<file path="config.mk">
export PLATFORM = sky130hd
export DESIGN_NAME = sif_top
export DESIGN_NICKNAME = d
export VERILOG_FILES = /design/src/sif_pkg.sv /design/src/sif_top.sv
export SDC_FILE = /design/constraint.sdc
export NUM_CORES = 1
export LEC_CHECK = 0
export BUFFER_PORTS_ARGS = -buffer_cell sky130_fd_sc_hd__buf_2
export CORE_AREA = 2 2 73 75
export DETAILED_ROUTE_END_ITERATION = 12
export DIE_AREA = 0 0 75 77
export HOLD_SLACK_MARGIN = 0.08
export PLACE_DENSITY = 0.74
export SYNTH_ARGS = -nofsm -noshare
export SYNTH_HDL_FRONTEND = slang
export SYNTH_SLANG_ARGS = --single-unit
</file>
<file path="constraint.sdc">
create_clock -name core_clk_i -period 2.1 [get_ports core_clk_i]
set_input_delay 0.315 -clock core_clk_i [delete_from_list [all_inputs] [get_ports core_clk_i]]
set_output_delay 0.315 -clock core_clk_i [all_outputs]
set_load 0.01 [all_outputs]
</file>
<file path="src/sif_pkg.sv">
// package for the supply integrity reset and flag block
// ----------------------------------------------------------------------------
// Overview of operation
// [RULE_01] supply below brownout threshold holds core reset and drives reset pin low
// [RULE_02] watchdog underflow drives reset pin low for at least minimum pulse width
// [RULE_03] brownout threshold chosen low, medium or high by option setting
// [RULE_04] brownout detector enabled by option; disabled means no brownout reset
// [RULE_05] early warning works only while brownout detector is enabled
// [RULE_06] bit 1 shows live warning comparator, read only
// [RULE_07] warning interrupt raised only when bit 0 enable set and global mask clear
// [RULE_08] pending warning interrupt clears on entry to its service routine
// [RULE_09] warning wakes from wait not halt; detector stays active in halt
// [RULE_10] bit 4 watchdog cause set on watchdog reset, cleared by zero write or brownout
// [RULE_11] bit 2 brownout cause set on brownout reset, cleared by register read
// [RULE_12] brownout cause survives pin and watchdog resets
// [RULE_13] cause code: 00 pin, watchdog only, brownout with watchdog don't care
// [RULE_14] bit 3 shows pll lock, software cannot change it
// [RULE_15] bits 7 to 5 read zero; software writes zero
// [RULE_16] after reset bits 7 to 3 and bit 0 read zero; bit 4 here is not cleared by reset and keeps its value
// [RULE_17] brownout cause value unspecified while detector disabled
// [RULE_18] comparator inputs synchronised before use
// ----------------------------------------------------------------------------
package sif_pkg;
    // register map
    localparam logic [1:0] ADDR_CSR = 2'h0;
    localparam logic [1:0] ADDR_IRQ_STAT = 2'h1;
    localparam logic [1:0] ADDR_IRQ_MASK = 2'h2;
    // control/status bit positions
    localparam int BIT_WARN_IE = 0;
    localparam int BIT_WARN_F = 1;
    localparam int BIT_BO_RF = 2;
    localparam int BIT_LOCK = 3;
    localparam int BIT_DOG_RF = 4;
    localparam logic [7:0] CSR_RESET = 8'h00;
    // event status bits
    localparam int EV_WARN_RISE = 0;
    localparam int EV_BROWNOUT = 1;
    localparam int EV_DOG = 2;
    localparam int EV_WIDTH = 3;
    // brownout level select codes
    localparam logic [1:0] LVL_LOW = 2'h0;
    localparam logic [1:0] LVL_MED = 2'h1;
    localparam logic [1:0] LVL_HIGH = 2'h2;
    // timing
    localparam int CLK_MHZ = 100;
    localparam int RST_OUT_MIN_NS = 1000;
    localparam int RST_OUT_CYC = (RST_OUT_MIN_NS * CLK_MHZ + 999) / 1000;

    typedef struct packed {
        logic [1:0] addr;
        logic [7:0] wdata;
        logic wr;
        logic rd;
    } sif_bus_type;

    typedef struct packed {
        logic bo_en;
        logic [1:0] bo_level;
    } sif_opt_type;
endpackage : sif_pkg

</file>
<file path="src/sif_top.sv">
// supply integrity: brownout/watchdog reset pin, cause flags, warning irq
//
// Local design decisions: the address map and the plain strobed port.
`timescale 1ns/1ps
module sif_top #(
    parameter int RST_CYC = sif_pkg::RST_OUT_CYC
) (
    input wire logic core_clk_i,
    input wire logic srst_i,
    input wire sif_pkg::sif_bus_type bus_i,
    output logic [7:0] rdata_o,
    input wire sif_pkg::sif_opt_type opt_i,
    input wire logic [2:0] bo_cmp_i,
    input wire logic warn_cmp_i,
    input wire logic pll_lock_i,
    input wire logic dog_underflow_i,
    input wire logic gmask_i,
    input wire logic isr_enter_i,
    input wire logic halt_i,
    input wire logic wait_i,
    input wire logic rst_pin_i,
    output logic rst_pin_o,
    output logic rst_pin_oe_o,
    output logic core_rst_o,
    output logic warn_irq_o,
    output logic wake_o,
    output logic irq_o
);
    initial begin
        if (RST_CYC < 1 || RST_CYC > 65535) begin
            $error("RST_CYC out of range");
        end
    end

    // ------------------------------------------------------------------------
    // three stage input sampling
    // ------------------------------------------------------------------------
    logic [5:0] s1_q, s2_q, s3_q;
    wire [5:0] raw_w = {pll_lock_i, rst_pin_i, warn_cmp_i, bo_cmp_i};
    always_ff @(posedge core_clk_i) begin
        s1_q <= raw_w; // [RULE_18]
        s2_q <= s1_q;
        s3_q <= s2_q;
    end
    // stable bit clears while stages 2 and 3 disagree, sets once they agree high, else holds
    logic [5:0] st_q;
    always_ff @(posedge core_clk_i) begin
        if (srst_i) begin
            st_q <= 6'h10;
        end else begin
            st_q <= (st_q & ~(s2_q ^ s3_q)) | (s2_q & ~(s2_q ^ s3_q)); // [RULE_18]
        end
    end
    wire [2:0] bo_sel_w = st_q[2:0];
    wire warn_s_w = st_q[3];
    wire pin_low_w = ~st_q[4];
    wire lock_s_w = st_q[5];

    // ------------------------------------------------------------------------
    // brownout level select and enable
    // ------------------------------------------------------------------------
    logic bo_lvl_w;
    always_comb begin
        case (opt_i.bo_level)
            sif_pkg::LVL_LOW: bo_lvl_w = bo_sel_w[0]; // [RULE_03]
            sif_pkg::LVL_MED: bo_lvl_w = bo_sel_w[1];
            sif_pkg::LVL_HIGH: bo_lvl_w = bo_sel_w[2];
            default: bo_lvl_w = bo_sel_w[2];
        endcase
    end
    // comparator has its own hysteresis, level is held reset
    wire bo_act_w = opt_i.bo_en & bo_lvl_w; // [RULE_01] [RULE_04]
    wire warn_live_w = opt_i.bo_en & warn_s_w; // [RULE_05]

    // ------------------------------------------------------------------------
    // watchdog reset pulse counter
    // ------------------------------------------------------------------------
    logic [15:0] dog_cnt_q;
    always_ff @(posedge core_clk_i) begin
        if (srst_i) begin
            dog_cnt_q <= 16'h0000;
        end else if (dog_underflow_i) begin
            dog_cnt_q <= 16'(RST_CYC); // [RULE_02]
        end else if (dog_cnt_q != 16'h0000) begin
            dog_cnt_q <= dog_cnt_q - 16'h0001;
        end
    end
    wire dog_act_w = dog_underflow_i | (dog_cnt_q != 16'h0000);

    // reset pin and core reset outputs
    always_ff @(posedge core_clk_i) begin
        if (srst_i) begin
            rst_pin_o <= 1'b0;
            rst_pin_oe_o <= 1'b0;
            core_rst_o <= 1'b0;
        end else begin
            rst_pin_o <= 1'b0;
            rst_pin_oe_o <= bo_act_w | dog_act_w; // [RULE_01] [RULE_02]
            core_rst_o <= bo_act_w | dog_act_w | pin_low_w; // [RULE_01]
        end
    end

    // ------------------------------------------------------------------------
    // register decode
    // ------------------------------------------------------------------------
    wire csr_wr_w = bus_i.wr && bus_i.addr == sif_pkg::ADDR_CSR;
    wire csr_rd_w = bus_i.rd && bus_i.addr == sif_pkg::ADDR_CSR;
    wire ist_wr_w = bus_i.wr && bus_i.addr == sif_pkg::ADDR_IRQ_STAT;
    wire msk_wr_w = bus_i.wr && bus_i.addr == sif_pkg::ADDR_IRQ_MASK;

    // ------------------------------------------------------------------------
    // cause flags, interrupt enable
    // ------------------------------------------------------------------------
    logic ie_q, dog_rf_q, bo_rf_q, dog_prev_q, bo_prev_q;
    wire dog_set_w = dog_underflow_i;
    wire bo_set_w = bo_act_w & ~bo_prev_q;
    always_ff @(posedge core_clk_i) begin
        if (srst_i) begin
            ie_q <= 1'b0; // [RULE_16]
            dog_prev_q <= 1'b0;
            bo_prev_q <= 1'b0;
        end else begin
            dog_prev_q <= dog_act_w;
            bo_prev_q <= bo_act_w;
            if (csr_wr_w) begin
                ie_q <= bus_i.wdata[sif_pkg::BIT_WARN_IE];
            end
        end
    end
    // cause flags live outside the chip reset so they survive it
    always_ff @(posedge core_clk_i) begin
        if (bo_act_w) begin
            dog_rf_q <= 1'b0; // [RULE_10] [RULE_13]
        end else if (dog_set_w) begin
            dog_rf_q <= 1'b1; // [RULE_10]
        end else if (srst_i && dog_cnt_q == 16'h0000 && !dog_prev_q) begin
            dog_rf_q <= dog_rf_q;
        end else if (csr_wr_w && !bus_i.wdata[sif_pkg::BIT_DOG_RF]) begin
            dog_rf_q <= 1'b0; // [RULE_10]
        end
    end
    // brownout cause has no meaning while the detector is off [RULE_17]
    always_ff @(posedge core_clk_i) begin
        if (bo_set_w || bo_act_w) begin
            bo_rf_q <= 1'b1; // [RULE_11] [RULE_12]
        end else if (csr_rd_w && !srst_i) begin
            bo_rf_q <= 1'b0; // [RULE_11]
        end
    end

    // ------------------------------------------------------------------------
    // warning interrupt
    // ------------------------------------------------------------------------
    logic warn_prev_q, pend_q;
    wire warn_rise_w = warn_live_w & ~warn_prev_q;
    always_ff @(posedge core_clk_i) begin
        if (srst_i) begin
            warn_prev_q <= 1'b0;
            pend_q <= 1'b0;
        end else begin
            warn_prev_q <= warn_live_w;
            if (warn_rise_w && ie_q) begin
                pend_q <= 1'b1; // [RULE_07]
            end else if (isr_enter_i || !opt_i.bo_en) begin
                pend_q <= 1'b0; // [RULE_08] [RULE_05]
            end
        end
    end
    always_ff @(posedge core_clk_i) begin
        if (srst_i) begin
            warn_irq_o <= 1'b0;
            wake_o <= 1'b0;
        end else begin
            warn_irq_o <= pend_q & ~gmask_i & ~isr_enter_i; // [RULE_07]
            wake_o <= pend_q & wait_i & ~halt_i; // [RULE_09]
        end
    end

    // ------------------------------------------------------------------------
    // event status and mask
    // ------------------------------------------------------------------------
    logic [2:0] ev_q, mask_q;
    wire [2:0] ev_set_w = {dog_set_w, bo_set_w, warn_rise_w};
    always_ff @(posedge core_clk_i) begin
        if (srst_i) begin
            ev_q <= 3'h0;
            mask_q <= 3'h0;
            irq_o <= 1'b0;
        end else begin
            // set wins over write-one-to-clear
            ev_q <= (ev_q & ~(ist_wr_w ? bus_i.wdata[2:0] : 3'h0)) | ev_set_w;
            if (msk_wr_w) begin
                mask_q <= bus_i.wdata[2:0];
            end
            irq_o <= |(ev_q & mask_q);
        end
    end

    // ------------------------------------------------------------------------
    // read mux
    // ------------------------------------------------------------------------
    wire [7:0] csr_w = {3'h0, dog_rf_q, lock_s_w, bo_rf_q, warn_live_w, ie_q}; // [RULE_15]
    logic [7:0] rmux_w;
    always_comb begin
        case (bus_i.addr)
            sif_pkg::ADDR_CSR: rmux_w = csr_w; // [RULE_06] [RULE_14]
            sif_pkg::ADDR_IRQ_STAT: rmux_w = {5'h00, ev_q};
            sif_pkg::ADDR_IRQ_MASK: rmux_w = {5'h00, mask_q};
            default: rmux_w = 8'h00;
        endcase
    end
    always_ff @(posedge core_clk_i) begin
        if (srst_i) begin
            rdata_o <= 8'h00;
        end else begin
            rdata_o <= bus_i.rd ? rmux_w : 8'h00;
        end
    end

    // ------------------------------------------------------------------------
    // checks
    // ------------------------------------------------------------------------
    bo_pin_low_a: assert property (@(posedge core_clk_i) disable iff (srst_i)
        bo_act_w |=> rst_pin_oe_o && core_rst_o) // [RULE_01]
        else $error("brownout did not drive reset");
    dog_pulse_a: assert property (@(posedge core_clk_i) disable iff (srst_i)
        dog_underflow_i |=> rst_pin_oe_o [*2]) // [RULE_02]
        else $error("watchdog pulse too short");
    bo_off_a: assert property (@(posedge core_clk_i) disable iff (srst_i)
        !opt_i.bo_en && !dog_act_w |=> !rst_pin_oe_o) // [RULE_04]
        else $error("reset with brownout disabled");
    warn_gate_a: assert property (@(posedge core_clk_i) disable iff (srst_i)
        !opt_i.bo_en |-> !warn_live_w) // [RULE_05]
        else $error("warning live while detector off");
    irq_gate_a: assert property (@(posedge core_clk_i) disable iff (srst_i)
        warn_irq_o |-> $past(pend_q) && !$past(gmask_i)) // [RULE_07]
        else $error("irq without enable");
    isr_clear_a: assert property (@(posedge core_clk_i) disable iff (srst_i)
        isr_enter_i && !(warn_rise_w && ie_q) |=> !pend_q) // [RULE_08]
        else $error("pending not cleared");
    halt_wake_a: assert property (@(posedge core_clk_i) disable iff (srst_i)
        halt_i |=> !wake_o) // [RULE_09]
        else $error("wake from halt");
    dog_flag_a: assert property (@(posedge core_clk_i)
        dog_set_w && !bo_act_w |=> dog_rf_q) // [RULE_10]
        else $error("watchdog flag not set");
    bo_flag_a: assert property (@(posedge core_clk_i)
        bo_act_w |=> bo_rf_q) // [RULE_11]
        else $error("brownout flag not set");
    reserved_a: assert property (@(posedge core_clk_i) disable iff (srst_i)
        $past(bus_i.rd) |-> rdata_o[7:5] == 3'h0) // [RULE_15]
        else $error("reserved bits nonzero");

    // ------------------------------------------------------------------------
    // further checks on pin, flags and interrupt
    // ------------------------------------------------------------------------
    // open-drain pin never driven high
    pin_zero_a: assert property (@(posedge core_clk_i) disable iff (srst_i)
        rst_pin_oe_o |-> !rst_pin_o) // [RULE_01]
        else $error("reset pin driven high");

    // pin let go once no source is active
    pin_release_a: assert property (@(posedge core_clk_i) disable iff (srst_i)
        !bo_act_w && !dog_act_w |=> !rst_pin_oe_o) // [RULE_01]
        else $error("reset pin held without source");

    // pulse counter keeps the pin low
    dog_hold_a: assert property (@(posedge core_clk_i) disable iff (srst_i)
        dog_cnt_q != 16'h0000 |=> rst_pin_oe_o) // [RULE_02]
        else $error("watchdog pulse released early");

    // underflow loads the full pulse length
    dog_load_a: assert property (@(posedge core_clk_i) disable iff (srst_i)
        dog_underflow_i |=> dog_cnt_q == 16'(RST_CYC)) // [RULE_02]
        else $error("watchdog pulse not loaded");

    // low level follows its own comparator
    lvl_low_a: assert property (@(posedge core_clk_i) disable iff (srst_i)
        opt_i.bo_en && opt_i.bo_level == sif_pkg::LVL_LOW |-> bo_act_w == bo_sel_w[0]) // [RULE_03]
        else $error("low level select wrong");

    // medium level follows its own comparator
    lvl_med_a: assert property (@(posedge core_clk_i) disable iff (srst_i)
        opt_i.bo_en && opt_i.bo_level == sif_pkg::LVL_MED |-> bo_act_w == bo_sel_w[1]) // [RULE_03]
        else $error("medium level select wrong");

    // high level follows its own comparator
    lvl_high_a: assert property (@(posedge core_clk_i) disable iff (srst_i)
        opt_i.bo_en && opt_i.bo_level == sif_pkg::LVL_HIGH |-> bo_act_w == bo_sel_w[2]) // [RULE_03]
        else $error("high level select wrong");

    // disabled detector never asks for reset
    bo_quiet_a: assert property (@(posedge core_clk_i) disable iff (srst_i)
        !opt_i.bo_en |-> !bo_act_w) // [RULE_04]
        else $error("brownout active while disabled");

    // read shows the live warning level
    warn_read_a: assert property (@(posedge core_clk_i) disable iff (srst_i)
        csr_rd_w |=> rdata_o[sif_pkg::BIT_WARN_F] == $past(warn_live_w)) // [RULE_06]
        else $error("warning flag read wrong");

    // no pending request without the enable
    pend_need_ie_a: assert property (@(posedge core_clk_i) disable iff (srst_i)
        !pend_q && !(warn_rise_w && ie_q) |=> !pend_q) // [RULE_07]
        else $error("pending set without enable");

    // enabled rise always pends
    pend_set_a: assert property (@(posedge core_clk_i) disable iff (srst_i)
        warn_rise_w && ie_q |=> pend_q) // [RULE_07]
        else $error("pending not set");

    // global mask blocks the request
    gmask_block_a: assert property (@(posedge core_clk_i) disable iff (srst_i)
        gmask_i |=> !warn_irq_o) // [RULE_07]
        else $error("request while globally masked");

    // service entry drops the request
    isr_drop_a: assert property (@(posedge core_clk_i) disable iff (srst_i)
        isr_enter_i |=> !warn_irq_o) // [RULE_08]
        else $error("request after service entry");

    // pending warning wakes from wait
    wait_wake_a: assert property (@(posedge core_clk_i) disable iff (srst_i)
        pend_q && wait_i && !halt_i |=> wake_o) // [RULE_09]
        else $error("no wake from wait");

    // detector stays live during halt
    halt_live_a: assert property (@(posedge core_clk_i) disable iff (srst_i)
        halt_i && opt_i.bo_en && warn_s_w |-> warn_live_w) // [RULE_09]
        else $error("warning dead in halt");

    // zero write clears the watchdog cause
    dog_clear_a: assert property (@(posedge core_clk_i) disable iff (srst_i)
        csr_wr_w && !bus_i.wdata[sif_pkg::BIT_DOG_RF] && !dog_set_w && !bo_act_w
        |=> !dog_rf_q) // [RULE_10]
        else $error("watchdog cause not cleared");

    // brownout wipes the watchdog cause
    bo_wipe_a: assert property (@(posedge core_clk_i)
        bo_act_w |=> !dog_rf_q) // [RULE_10]
        else $error("watchdog cause kept through brownout");

    // register read clears the brownout cause
    bo_read_clr_a: assert property (@(posedge core_clk_i) disable iff (srst_i)
        csr_rd_w && !bo_act_w |=> !bo_rf_q) // [RULE_11]
        else $error("brownout cause not cleared by read");

    // brownout cause survives other resets
    bo_keep_a: assert property (@(posedge core_clk_i)
        bo_rf_q && !(csr_rd_w && !srst_i) |=> bo_rf_q) // [RULE_12]
        else $error("brownout cause lost");

    // read shows the lock indicator
    lock_read_a: assert property (@(posedge core_clk_i) disable iff (srst_i)
        csr_rd_w |=> rdata_o[sif_pkg::BIT_LOCK] == $past(lock_s_w)) // [RULE_14]
        else $error("lock flag read wrong");

    // pin reset reaches the core
    pin_core_a: assert property (@(posedge core_clk_i) disable iff (srst_i)
        pin_low_w |=> core_rst_o) // [RULE_13]
        else $error("pin reset not passed on");

    // enable bit cleared by reset
    ie_reset_a: assert property (@(posedge core_clk_i)
        srst_i |=> !ie_q) // [RULE_16]
        else $error("enable not cleared by reset");

    // agreed samples become the stable value
    sync_take_a: assert property (@(posedge core_clk_i) disable iff (srst_i)
        s2_q == s3_q |=> st_q == $past(s3_q)) // [RULE_18]
        else $error("synchroniser did not settle");

    // status set wins over clear
    ev_dog_a: assert property (@(posedge core_clk_i) disable iff (srst_i)
        dog_set_w |=> ev_q[sif_pkg::EV_DOG])
        else $error("watchdog event lost");

    // unmasked event raises the line
    irq_level_a: assert property (@(posedge core_clk_i) disable iff (srst_i)
        |(ev_q & mask_q) |=> irq_o)
        else $error("event interrupt missing");

    // read data idle outside a read
    rdata_idle_a: assert property (@(posedge core_clk_i) disable iff (srst_i)
        !bus_i.rd |=> rdata_o == 8'h00)
        else $error("read data not idle");
endmodule : sif_top

</file>
==> results.sh, run 1 <==
export IMPL_grt_overflow_total=0
export IMPL_synth_top_flop_cell="dfxtp_1"
export IMPL_cts_reportedPaths_clkPinSlew_ps=70
export IMPL_antenna_found_initial=0
export IMPL_syn_area_um2=2370
export IMPL_vias=1864
export IMPL_pwr_density_cell_nw_per_um2=969
export IMPL_cts_tree="done"
export IMPL_vdd_drop_max_mv=0.653
export IMPL_die_w_um=75
export IMPL_root_buffer="clkbuf_8"
export IMPL_io_buffers=33
export IMPL_fin_cells=368
export IMPL_synth_edff_count=0
export IMPL_crit_required_ps=2370
export IMPL_crit_type="register to register"
export IMPL_cts_buffers=9
export IMPL_grt_pass1_vias=1715
export IMPL_cp_end_kind="register"
export IMPL_dieHeight_um=77
export IMPL_outcome="finished clean"
export IMPL_start_kind="register"
export IMPL_nets=329
export IMPL_synth_ff_latch_count=63
export IMPL_slew_limit_headroom=0.616
export IMPL_postCtsSetupRepairBufs=0
export IMPL_drc=0
export IMPL_reg2reg_from="dog_cnt_q[2]"
export IMPL_cts_sinks=63
export IMPL_dp_slack_ps=80.6
export IMPL_num_rows=26
export IMPL_worst_pin_slew_ps=571
export IMPL_final_cell_mix="63 x dfxtp_1, 33 x nor2_1, 33 x buf_2, 22 x a21oi_1, 18 x nand2_1"
export IMPL_synth_compound_area_frac=0.121
export IMPL_viasPerCell=5.07
export IMPL_syn_inst=250
export IMPL_ios=42
export IMPL_clockBufferDepth=2
export IMPL_period_needed_ps=1930
export IMPL_initial_core_util=0.476
export IMPL_avgSynthCellArea_um2=9.48
export IMPL_layout_setup_ws_ps=169
export IMPL_switching_share=0.252
export IMPL_synth_cell_types=55
export IMPL_area_growth_syn_to_layout_pct=20.3
export IMPL_coreArea_um2=4980
export IMPL_fmax_mhz=518
export IMPL_cts_htree_levels=3
export IMPL_first_pass_iters=4
export IMPL_share_comb_of_total_power=0.150
export IMPL_mostFrequentLayoutCell="dfxtp_1"
export IMPL_period_share=0.920
export IMPL_clockPowerShare=0.371
export IMPL_max_cap_violations=0
export IMPL_grt_first_pass_wirelength_mm=7.04
export IMPL_p_switching_w=0.000696
export IMPL_tns_ps=0
export IMPL_synthMuxAreaShare=0.0301
export IMPL_insertion_delay_ps=330
export IMPL_place_inst=347
export IMPL_crit_fanout=7
export IMPL_min_from="gmask_i"
export IMPL_hold_class="input port to register"
export IMPL_ys_warn_count=0
export IMPL_num_antenna_cells=0
export IMPL_wl_per_cell_um=11.4
export IMPL_regToRegSetupSlack_ps=170
export IMPL_gp_congestion=0.808
export IMPL_clock_skew_final_ps=10.2
export IMPL_drt_initial_drc_count=128
export IMPL_hold_viol=0
export IMPL_power_frac_seq=0.480
export IMPL_synth_simple_area_share=0.218
export IMPL_p_int_w=0.00207
export IMPL_routed_wl_mm=4.19
export IMPL_p_leak_nw=1.24
export IMPL_synth_seq_area_share=0.532
export IMPL_drive_gt1_frac=0.208
export IMPL_finalSetupViolations=0
export IMPL_dp_hpwl_mm=2.95
export IMPL_synthAdderAreaFrac=0.0369
export IMPL_grt_use_total=0.162
export IMPL_synth_top_family_by_area="simple AND/OR/NAND/NOR gates"
export IMPL_slew_viol_final=0
export IMPL_grt_setup_unrepaired="false"
export IMPL_crit_arrival_ps=2200
export IMPL_grt_max_degree=32
export IMPL_crit_path_start="dog_cnt_q[2]"
export IMPL_drtAntennaViolNets=0
export IMPL_synthArstFlopShare=0
export IMPL_dieArea_um2=5780
export IMPL_synth_xor_area_share=0.00369
## kinds of logic after synthesis
logic type | count (synthesis)
simple gates | 97
buf+inv | 29
other cells | 1
flops | 63
xor+xnor | 1
mux | 7
fa+ha+maj | 7
compound gates | 45
## final timing paths
path	endpoint	cells after the start
max	dog_cnt_q[9]	4
min	warn_irq_o	2
max reg2reg	dog_cnt_q[9]	4
min reg2reg	s2_q[1]	0
## sequential cells by signal (all words and copies together), names as in the netlist
signal and cells:
dog_cnt_q 16, s1_q 6, s2_q 6, s3_q 6
st_q 6, rdata_o 5, ev_q 3, mask_q 3
bo_prev_q 1, bo_rf_q 1, core_rst_o 1, dog_prev_q 1
dog_rf_q 1, ie_q 1, irq_o 1, pend_q 1
rst_pin_oe_o 1, wake_o 1, warn_irq_o 1, warn_prev_q 1
## per-stage QoR
stage | area, um^2 | util | hold slack [ps] | total power [W]
after floorplan | 2380 | - | 310 | 0.00164
after global placement | 2590 | 0.521 | 311 | 0.00174
after detailed placement | 2590 | 0.521 | 315 | 0.00175
after CTS | 2850 | 0.572 | 117 | 0.00279
after global routing | 2850 | 0.573 | 114 | 0.00290
final | 2850 | 0.573 | 131 | 0.00276
## cell usage after synthesis (all sizes together), types with 3 or more instances
master  instances  area, um^2
or3             7        48.8
nor4            4        37.5
nand2          18        67.6
inv            16        60.1
nand3           5        25.0
a21oi          22         110
nor2           33         124
nand2b          3        18.8
ha              7        87.6
nor3            4        20.0
buf             8        50.1
o21ai           5        25.0
clkbuf          4        15.0
mux2i           6        60.1
dfxtp          63        1260
## power groups by stage
stage / registers [W] / clock network [W] / logic [W]
2_1_floorplan: 0.00134 / 0 / 0.000298
3_3_place_gp: 0.00135 / 0 / 0.000388
3_5_place_dp: 0.00135 / 0 / 0.000399
4_1_cts: 0.00132 / 0.00105 / 0.000411
5_1_grt: 0.00134 / 0.00111 / 0.000461
6_report: 0.00133 / 0.00102 / 0.000413
## cell type report
class,instances,area (um^2)
sequential,63,1260
multi-input combinational,161,991
fill,433,2120
clock buffer,12,155
timing repair buffer,43,255
clock inverter,3,42.5
tap,70,87.6
inverter,16,60.1
## timing repair
item	in CTS	in global routing
hold buffers	6	0
hold endpoints to repair	6	0
endpoints found under the setup margin	0	1
resized for setup	0	1
## critical path: stages, from the launching register on
cell and delay (ps):
dfxtp_1 360, or3_4 420, or3_1 450, or4_1 500, a21oi_1 140
## metal layers
layer / vias up / global-route usage / wire (um)
met5: - / 0 / 0
met4: 0 / 0.0857 / 104
met3: 10 / 0.0683 / 265
met2: 58 / 0.251 / 1990
met1: 849 / 0.185 / 1830
li1: 947 / - / -
Note: power is estimated with default switching activity, not from simulation.
==> run 2, diff against run 1 <==
- ABC_AREA: not set -> 1
==> run 2 against run 1 <==
Maximum frequency up 32%. Clock power up 25%. Hold slack worse by 6.2 ps. Sequential cell count unchanged. Clock skew down 1.3 ps. Sequential share of layout area down 1.1 points. Non-clock buffer count down 4. Register-to-register slack better by 470 ps. Via count up 0.54%. Sequential power about the same. Critical endpoint is now core_rst_o. Largest power group unchanged.
==> results.sh, run 2 <==
export IMPL_cts_htree_levels=3
export IMPL_largest_register="dog_cnt_q"
export IMPL_dieHeight_um=77
export IMPL_synth_common_cells="63 x dfxtp_1, 52 x nand2_1, 42 x nor2_1, 30 x inv_1, 20 x a21oi_1"
export IMPL_coreArea_um2=4980
export IMPL_slew_viol_final=0
export IMPL_crit_arrival_ps=1680
export IMPL_synthArstFlopShare=0
export IMPL_routed_wl_mm=4.26
export IMPL_share_comb_of_total_power=0.138
export IMPL_syn_inst=284
export IMPL_highest_layer="met4"
export IMPL_grt_use_total=0.170
export IMPL_cts_resized=0
export IMPL_avgSynthCellArea_um2=8.44
export IMPL_pwr_density_cell_nw_per_um2=1030
export IMPL_grt_pass1_vias=1778
export IMPL_crit_required_ps=2320
export IMPL_area_growth_syn_to_layout_pct=22.1
export IMPL_cts_reportedPaths_clkPinSlew_ps=70
export IMPL_cts_sinks=63
export IMPL_initial_core_util=0.482
export IMPL_wl_met2_mm=1.90
export IMPL_synth_top_area_share=0.526
export IMPL_vias=1874
export IMPL_first_pass_iters=4
export IMPL_clock_skew_final_ps=8.92
export IMPL_grt_max_degree=16
export IMPL_start_kind="register"
export IMPL_mostFrequentLayoutCell="dfxtp_1"
export IMPL_viasPerCell=4.62
export IMPL_num_antenna_cells=0
export IMPL_p_int_w=0.00223
export IMPL_synth_most_common_cell="dfxtp_1"
export IMPL_synth_ff_latch_count=63
export IMPL_largest_reg_flops=16
export IMPL_r2r_cells=7
export IMPL_drtAntennaViolNets=0
export IMPL_tns_ps=0
export IMPL_crit_type="register to register"
export IMPL_path_cells="inv_1 -> ha_1 -> nand2_4 -> nor2_2 -> nand2_4 -> o21ai_4 -> o211ai_2"
export IMPL_power_frac_seq=0.438
export IMPL_finalSetupViolations=0
export IMPL_synth_area_leader_cell="dfxtp_1"
export IMPL_synth_area_leaders="dfxtp_1 53%, nand2_1 8.1%, nor2_1 6.6%, inv_1 4.7%, a21oi_1 4.2%"
export IMPL_ios=42
export IMPL_grt_overflow_total=0
export IMPL_drc=0
export IMPL_dieArea_um2=5780
export IMPL_drt_initial_drc_count=146
export IMPL_switching_share=0.260
export IMPL_max_cap_violations=0
export IMPL_synth_seq_area_share=0.526
export IMPL_cts_tree="done"
export IMPL_final_cell_mix="63 x dfxtp_1, 52 x nand2_1, 42 x nor2_1, 33 x buf_2, 30 x inv_1"
export IMPL_synth_edff_count=0
export IMPL_synth_cell_types=36
export IMPL_die_w_um=75
export IMPL_max_stage_delay_ps=320
export IMPL_hold_class="input port to register"
export IMPL_grt_setup_unrepaired="false"
export IMPL_ys_warn_count=0
export IMPL_drive_gt1_frac=0.211
export IMPL_critPathSlowestCell="dfxtp_1"
export IMPL_wl_met3_um=231
export IMPL_wl_met1_mm=1.99
export IMPL_cp_common_cell="nand2_4"
export IMPL_total_power_w=0.00301
export IMPL_p_leak_nw=1.40
export IMPL_cp_end_kind="register"
export IMPL_hold_depth=2
export IMPL_dp_hpwl_mm=3.10
export IMPL_synth_top_flop_cell="dfxtp_1"
export IMPL_root_buffer="clkbuf_8"
export IMPL_nets=366
export IMPL_p_switching_w=0.000780
export IMPL_period_needed_ps=1460
export IMPL_antenna_found_initial=0
export IMPL_cts_buffers=9
export IMPL_syn_area_um2=2400
export IMPL_io_buffers=33
export IMPL_hold_viol=0
export IMPL_insertion_delay_ps=340
export IMPL_period_share=0.695
export IMPL_grt_first_pass_wirelength_mm=7.39
export IMPL_num_rows=26
export IMPL_wl_per_cell_um=10.5
export IMPL_fmax_mhz=685
export IMPL_clockBufferDepth=2
export IMPL_crit_fanout=9
export IMPL_clockPowerShare=0.424
export IMPL_gp_congestion=0.915
export IMPL_outcome="finished clean"
export IMPL_vdd_drop_max_mv=0.650
[run 2: cell count changes after synthesis, sizes merged, moves of 6 or more]
| cell | delta |
|---|---|
| nand2 | +39 |
| nor2 | +18 |
| inv | +15 |
| o21ai | +9 |
| or3 | -7 |
| mux2i | -6 |
[run 2: worst max-delay path: cells and delay by family, from the launching register on]
kind	cells	cell delay [ps]
AO/OA/AOI/OAI	2	270
AND/OR/NAND/NOR	3	410
buffers and inverters	1	80
adder cells (fa/ha/maj)	1	250
flip-flops	1	320
[run 2: what timing repair did]
item / in CTS / in global routing
endpoints found under the hold margin: 6 / 0
hold buffers: 6 / 0
setup buffers: 0 / 0
[run 2: path summary, 6_finish.rpt]
kind                              startpoint          to  slack, ps
worst min register to register       s1_q[1]     s2_q[1]        330
worst max register to register  dog_cnt_q[0]  core_rst_o        640
worst min-delay path                  halt_i      wake_o        130
worst max-delay path            dog_cnt_q[0]  core_rst_o        640
[run 2: kinds of logic (layout without fill, tap and decap cells)]
family	after synthesis	after routing	synth area share
AOI/OAI and AO/OA	43	43	0.106
xor gates and xnor gates	6	6	0.0219
adders and majority gates	7	7	0.0365
buffers and inverters	37	86	0.0647
DFF	63	63	0.526
other	1	4	0.00156
and+or+nand+nor	127	127	0.243
[run 2: power groups by stage]
stage          Clock, W  Combinational, W  Sequential, W
6_report        0.00127          0.000416        0.00132
5_1_grt         0.00134          0.000479        0.00133
4_1_cts         0.00130          0.000418        0.00132
3_5_place_dp          0          0.000409        0.00134
3_3_place_gp          0          0.000398        0.00134
2_1_floorplan         0          0.000321        0.00134
[run 2: layout make-up]
cell class | instances | area, um^2
clock buffers | 9 | 124
clock inverters | 7 | 120
flip-flops and latches | 63 | 1260
well taps | 70 | 87.6
repair buffers | 39 | 225
fillers | 416 | 2050
multi-input cells | 187 | 992
inverters | 31 | 116
[run 2: routing by layer]
layer  global-route usage  vias to the layer above
li1                     -                      992
met1                0.212                      821
met2                0.251                       51
met3               0.0526                       10
met4                0.107                        0
met5                    0                        -
[run 2: stage by stage]
| stage | std cells | hold WS [ps] | util | instance area [um^2] | worst slack, ps |
|---|---|---|---|---|---|
| floorplan | 287 | 310 | - | 2410 | 778 |
| global placement | 384 | 311 | 0.527 | 2620 | 569 |
| detailed placement | 384 | 312 | 0.527 | 2620 | 566 |
| CTS | 406 | 114 | 0.588 | 2930 | 621 |
| global route | 406 | 115 | 0.588 | 2930 | 519 |
| finish | 406 | 125 | 0.588 | 2930 | 640 |
==> run 3, diff against run 2 <==
- clock period: 2.1 -> 1.3 ns (I/O delays scaled with it)
==> run 3 against run 2 <==
Hold slack got worse by 22 ps. Non-clock buffer count increased by 21. Combinational power increased by 110%. Clock skew decreased by 2.0 ps. Die area unchanged. Critical path depth fell by 1. Via count grew 8.4%. Sequential cell count is the same. Critical endpoint unchanged. Highest routed layer unchanged.
==> results.sh, run 3 (synthesized netlist as in run 2, its figures left out) <==
export IMPL_cp_end_kind="register"
export IMPL_cp_common_cell="nor2_2"
export IMPL_wl_per_cell_um=11.3
export IMPL_cts_htree_levels=3
export IMPL_hold_viol=0
export IMPL_drive_gt1_frac=0.345
export IMPL_ios=42
export IMPL_p_int_w=0.00333
export IMPL_critPathSlowestCell="dfxtp_1"
export IMPL_layout_setup_ws_ps=46.1
export IMPL_drc=0
export IMPL_dieArea_um2=5780
export IMPL_grt_use_met1=0.217
export IMPL_vdd_drop_max_mv=1.03
export IMPL_crit_arrival_ps=1480
export IMPL_num_rows=26
export IMPL_drt_initial_drc_count=127
export IMPL_dp_slack_ps=-54.5
export IMPL_grt_pass1_vias=1900
export IMPL_grt_overflow_total=0
export IMPL_globalRouteMet3Util=0.0762
export IMPL_grt_setup_unrepaired="true"
export IMPL_crit_required_ps=1530
export IMPL_grt_busiest_layer="met2"
export IMPL_power_frac_seq=0.457
export IMPL_clockBufferDepth=2
export IMPL_p_switching_w=0.00136
export IMPL_final_cell_mix="54 x dfxtp_1, 45 x nand2_1, 33 x buf_2, 30 x nor2_1, 29 x inv_1"
export IMPL_fmax_mhz=798
export IMPL_period_share=0.965
export IMPL_place_inst=402
export IMPL_register_area_um2=1270
export IMPL_cts_reportedPaths_clkPinSlew_ps=70
export IMPL_slew_viol_final=0
export IMPL_start_kind="register"
export IMPL_num_antenna_cells=0
export IMPL_cts_tree="done"
export IMPL_cts_sinks=63
export IMPL_use_met2=0.275
export IMPL_crit_fanout=8
export IMPL_grt_first_pass_wirelength_mm=7.76
export IMPL_crit_buf_inv=0
export IMPL_outcome="finished clean"
export IMPL_multi_input_area_um2=1110
export IMPL_grt_max_degree=13
export IMPL_root_buffer="clkbuf_8"
export IMPL_switching_share=0.290
export IMPL_finalSetupViolations=0
export IMPL_postCtsSetupRepairBufs=0
export IMPL_die_w_um=75
export IMPL_drtAntennaViolNets=0
export IMPL_share_comb_of_total_power=0.187
export IMPL_largest_register="dog_cnt_q"
export IMPL_nets=387
export IMPL_max_cap_violations=0
export IMPL_cts_buffers=9
export IMPL_period_needed_ps=1250
export IMPL_p_leak_nw=1.50
export IMPL_io_buffers=33
export IMPL_gp_congestion=0.907
export IMPL_dp_hpwl_mm=3.30
export IMPL_antenna_found_initial=0
export IMPL_crit_type="register to register"
export IMPL_routed_wl_mm=4.84
export IMPL_total_power_w=0.00469
export IMPL_clock_skew_final_ps=6.90
export IMPL_dieHeight_um=77
export IMPL_mostFrequentLayoutCell="dfxtp_1"
export IMPL_vias=2031
export IMPL_hold_class="input port to register"
export IMPL_first_pass_iters=4
export IMPL_path_cells="nor2_2 -> nand2_2 -> nor2_2 -> nand2_4 -> o21ai_4 -> o211ai_2"
export IMPL_insertion_delay_ps=340
export IMPL_n_fill_cell=389
export IMPL_clockPowerShare=0.355
export IMPL_cp_top_family="simple AND/OR/NAND/NOR gates"
export IMPL_area_growth_syn_to_layout_pct=32.6
export IMPL_coreArea_um2=4980
export IMPL_pwr_density_cell_nw_per_um2=1470
export IMPL_largest_reg_flops=16
export IMPL_viasPerCell=4.76
export IMPL_grt_use_total=0.178
export IMPL_max_stage_delay_ps=320
export IMPL_initial_core_util=0.482
export IMPL_fin_cells=427
run 3: cell count changes in the layout (fill, tap and decap cells not counted), sizes merged:
cell / delta
dlygate4sd3: +3
bufinv: -2
clkinv: +1
buf: +18
clkinvlp: +1
run 3: final timing paths:
check	cells past startpoint	slack, ps	end	from
worst max-delay path	6	50	core_rst_o	dog_cnt_q[8]
worst min-delay path	2	100	core_rst_o	srst_i
worst max register to register	6	50	core_rst_o	dog_cnt_q[8]
worst min register to register	0	330	s2_q[4]	s1_q[4]
run 3: routing by layer:
layer / vias up / wire length, um / share of wire
li1: 1036 / - / -
met1: 934 / 2240 / 0.46
met2: 52 / 2280 / 0.47
met3: 9 / 230 / 0.048
met4: 0 / 83 / 0.017
met5: - / 0 / 0
run 3: worst register-to-register path, cell delays in order, from the launching register on:
cell,delay [ps]
dfxtp_1,320
nor2_2,170
nand2_2,110
nor2_2,170
nand2_4,110
o21ai_4,170
o211ai_2,90
run 3: cell type report:
cell class,instances,area share
flip-flops and latches,63,0.401
multi-input cells,187,0.349
repair buffers,60,0.124
clock buffers,9,0.0390
inverters,31,0.0366
well taps,70,0.0276
clock inverters,7,0.0228
run 3: power groups by stage:
| stage | clock network (W) | logic (W) | registers, W |
|---|---|---|---|
| floorplan | 0 | 0.000520 | 0.00216 |
| global placement | 0 | 0.000721 | 0.00216 |
| detailed placement | 0 | 0.000737 | 0.00217 |
| CTS | 0.00170 | 0.000783 | 0.00212 |
| global route | 0.00179 | 0.000973 | 0.00216 |
| finish | 0.00166 | 0.000878 | 0.00214 |
run 3: through the flow:
stage | instance area (um^2) | setup TNS, ps | utilization | hold slack (ps)
floorplan | 2410 | 0 | - | 223
global placement | 2760 | -31.6 | 0.555 | 298
detailed placement | 2760 | -135 | 0.555 | 299
CTS | 3070 | 0 | 0.618 | 98.1
global route | 3180 | -176 | 0.639 | 102
finish | 3180 | 0 | 0.639 | 103
run 3: what timing repair did:
item / in CTS / in global routing
setup endpoints to repair: 7 / 20
gates resized for setup: 3 / 42
endpoints found under the hold margin: 9 / 0
hold buffers: 10 / 0
gates cloned: 0 / 0
pin swaps: 0 / 13
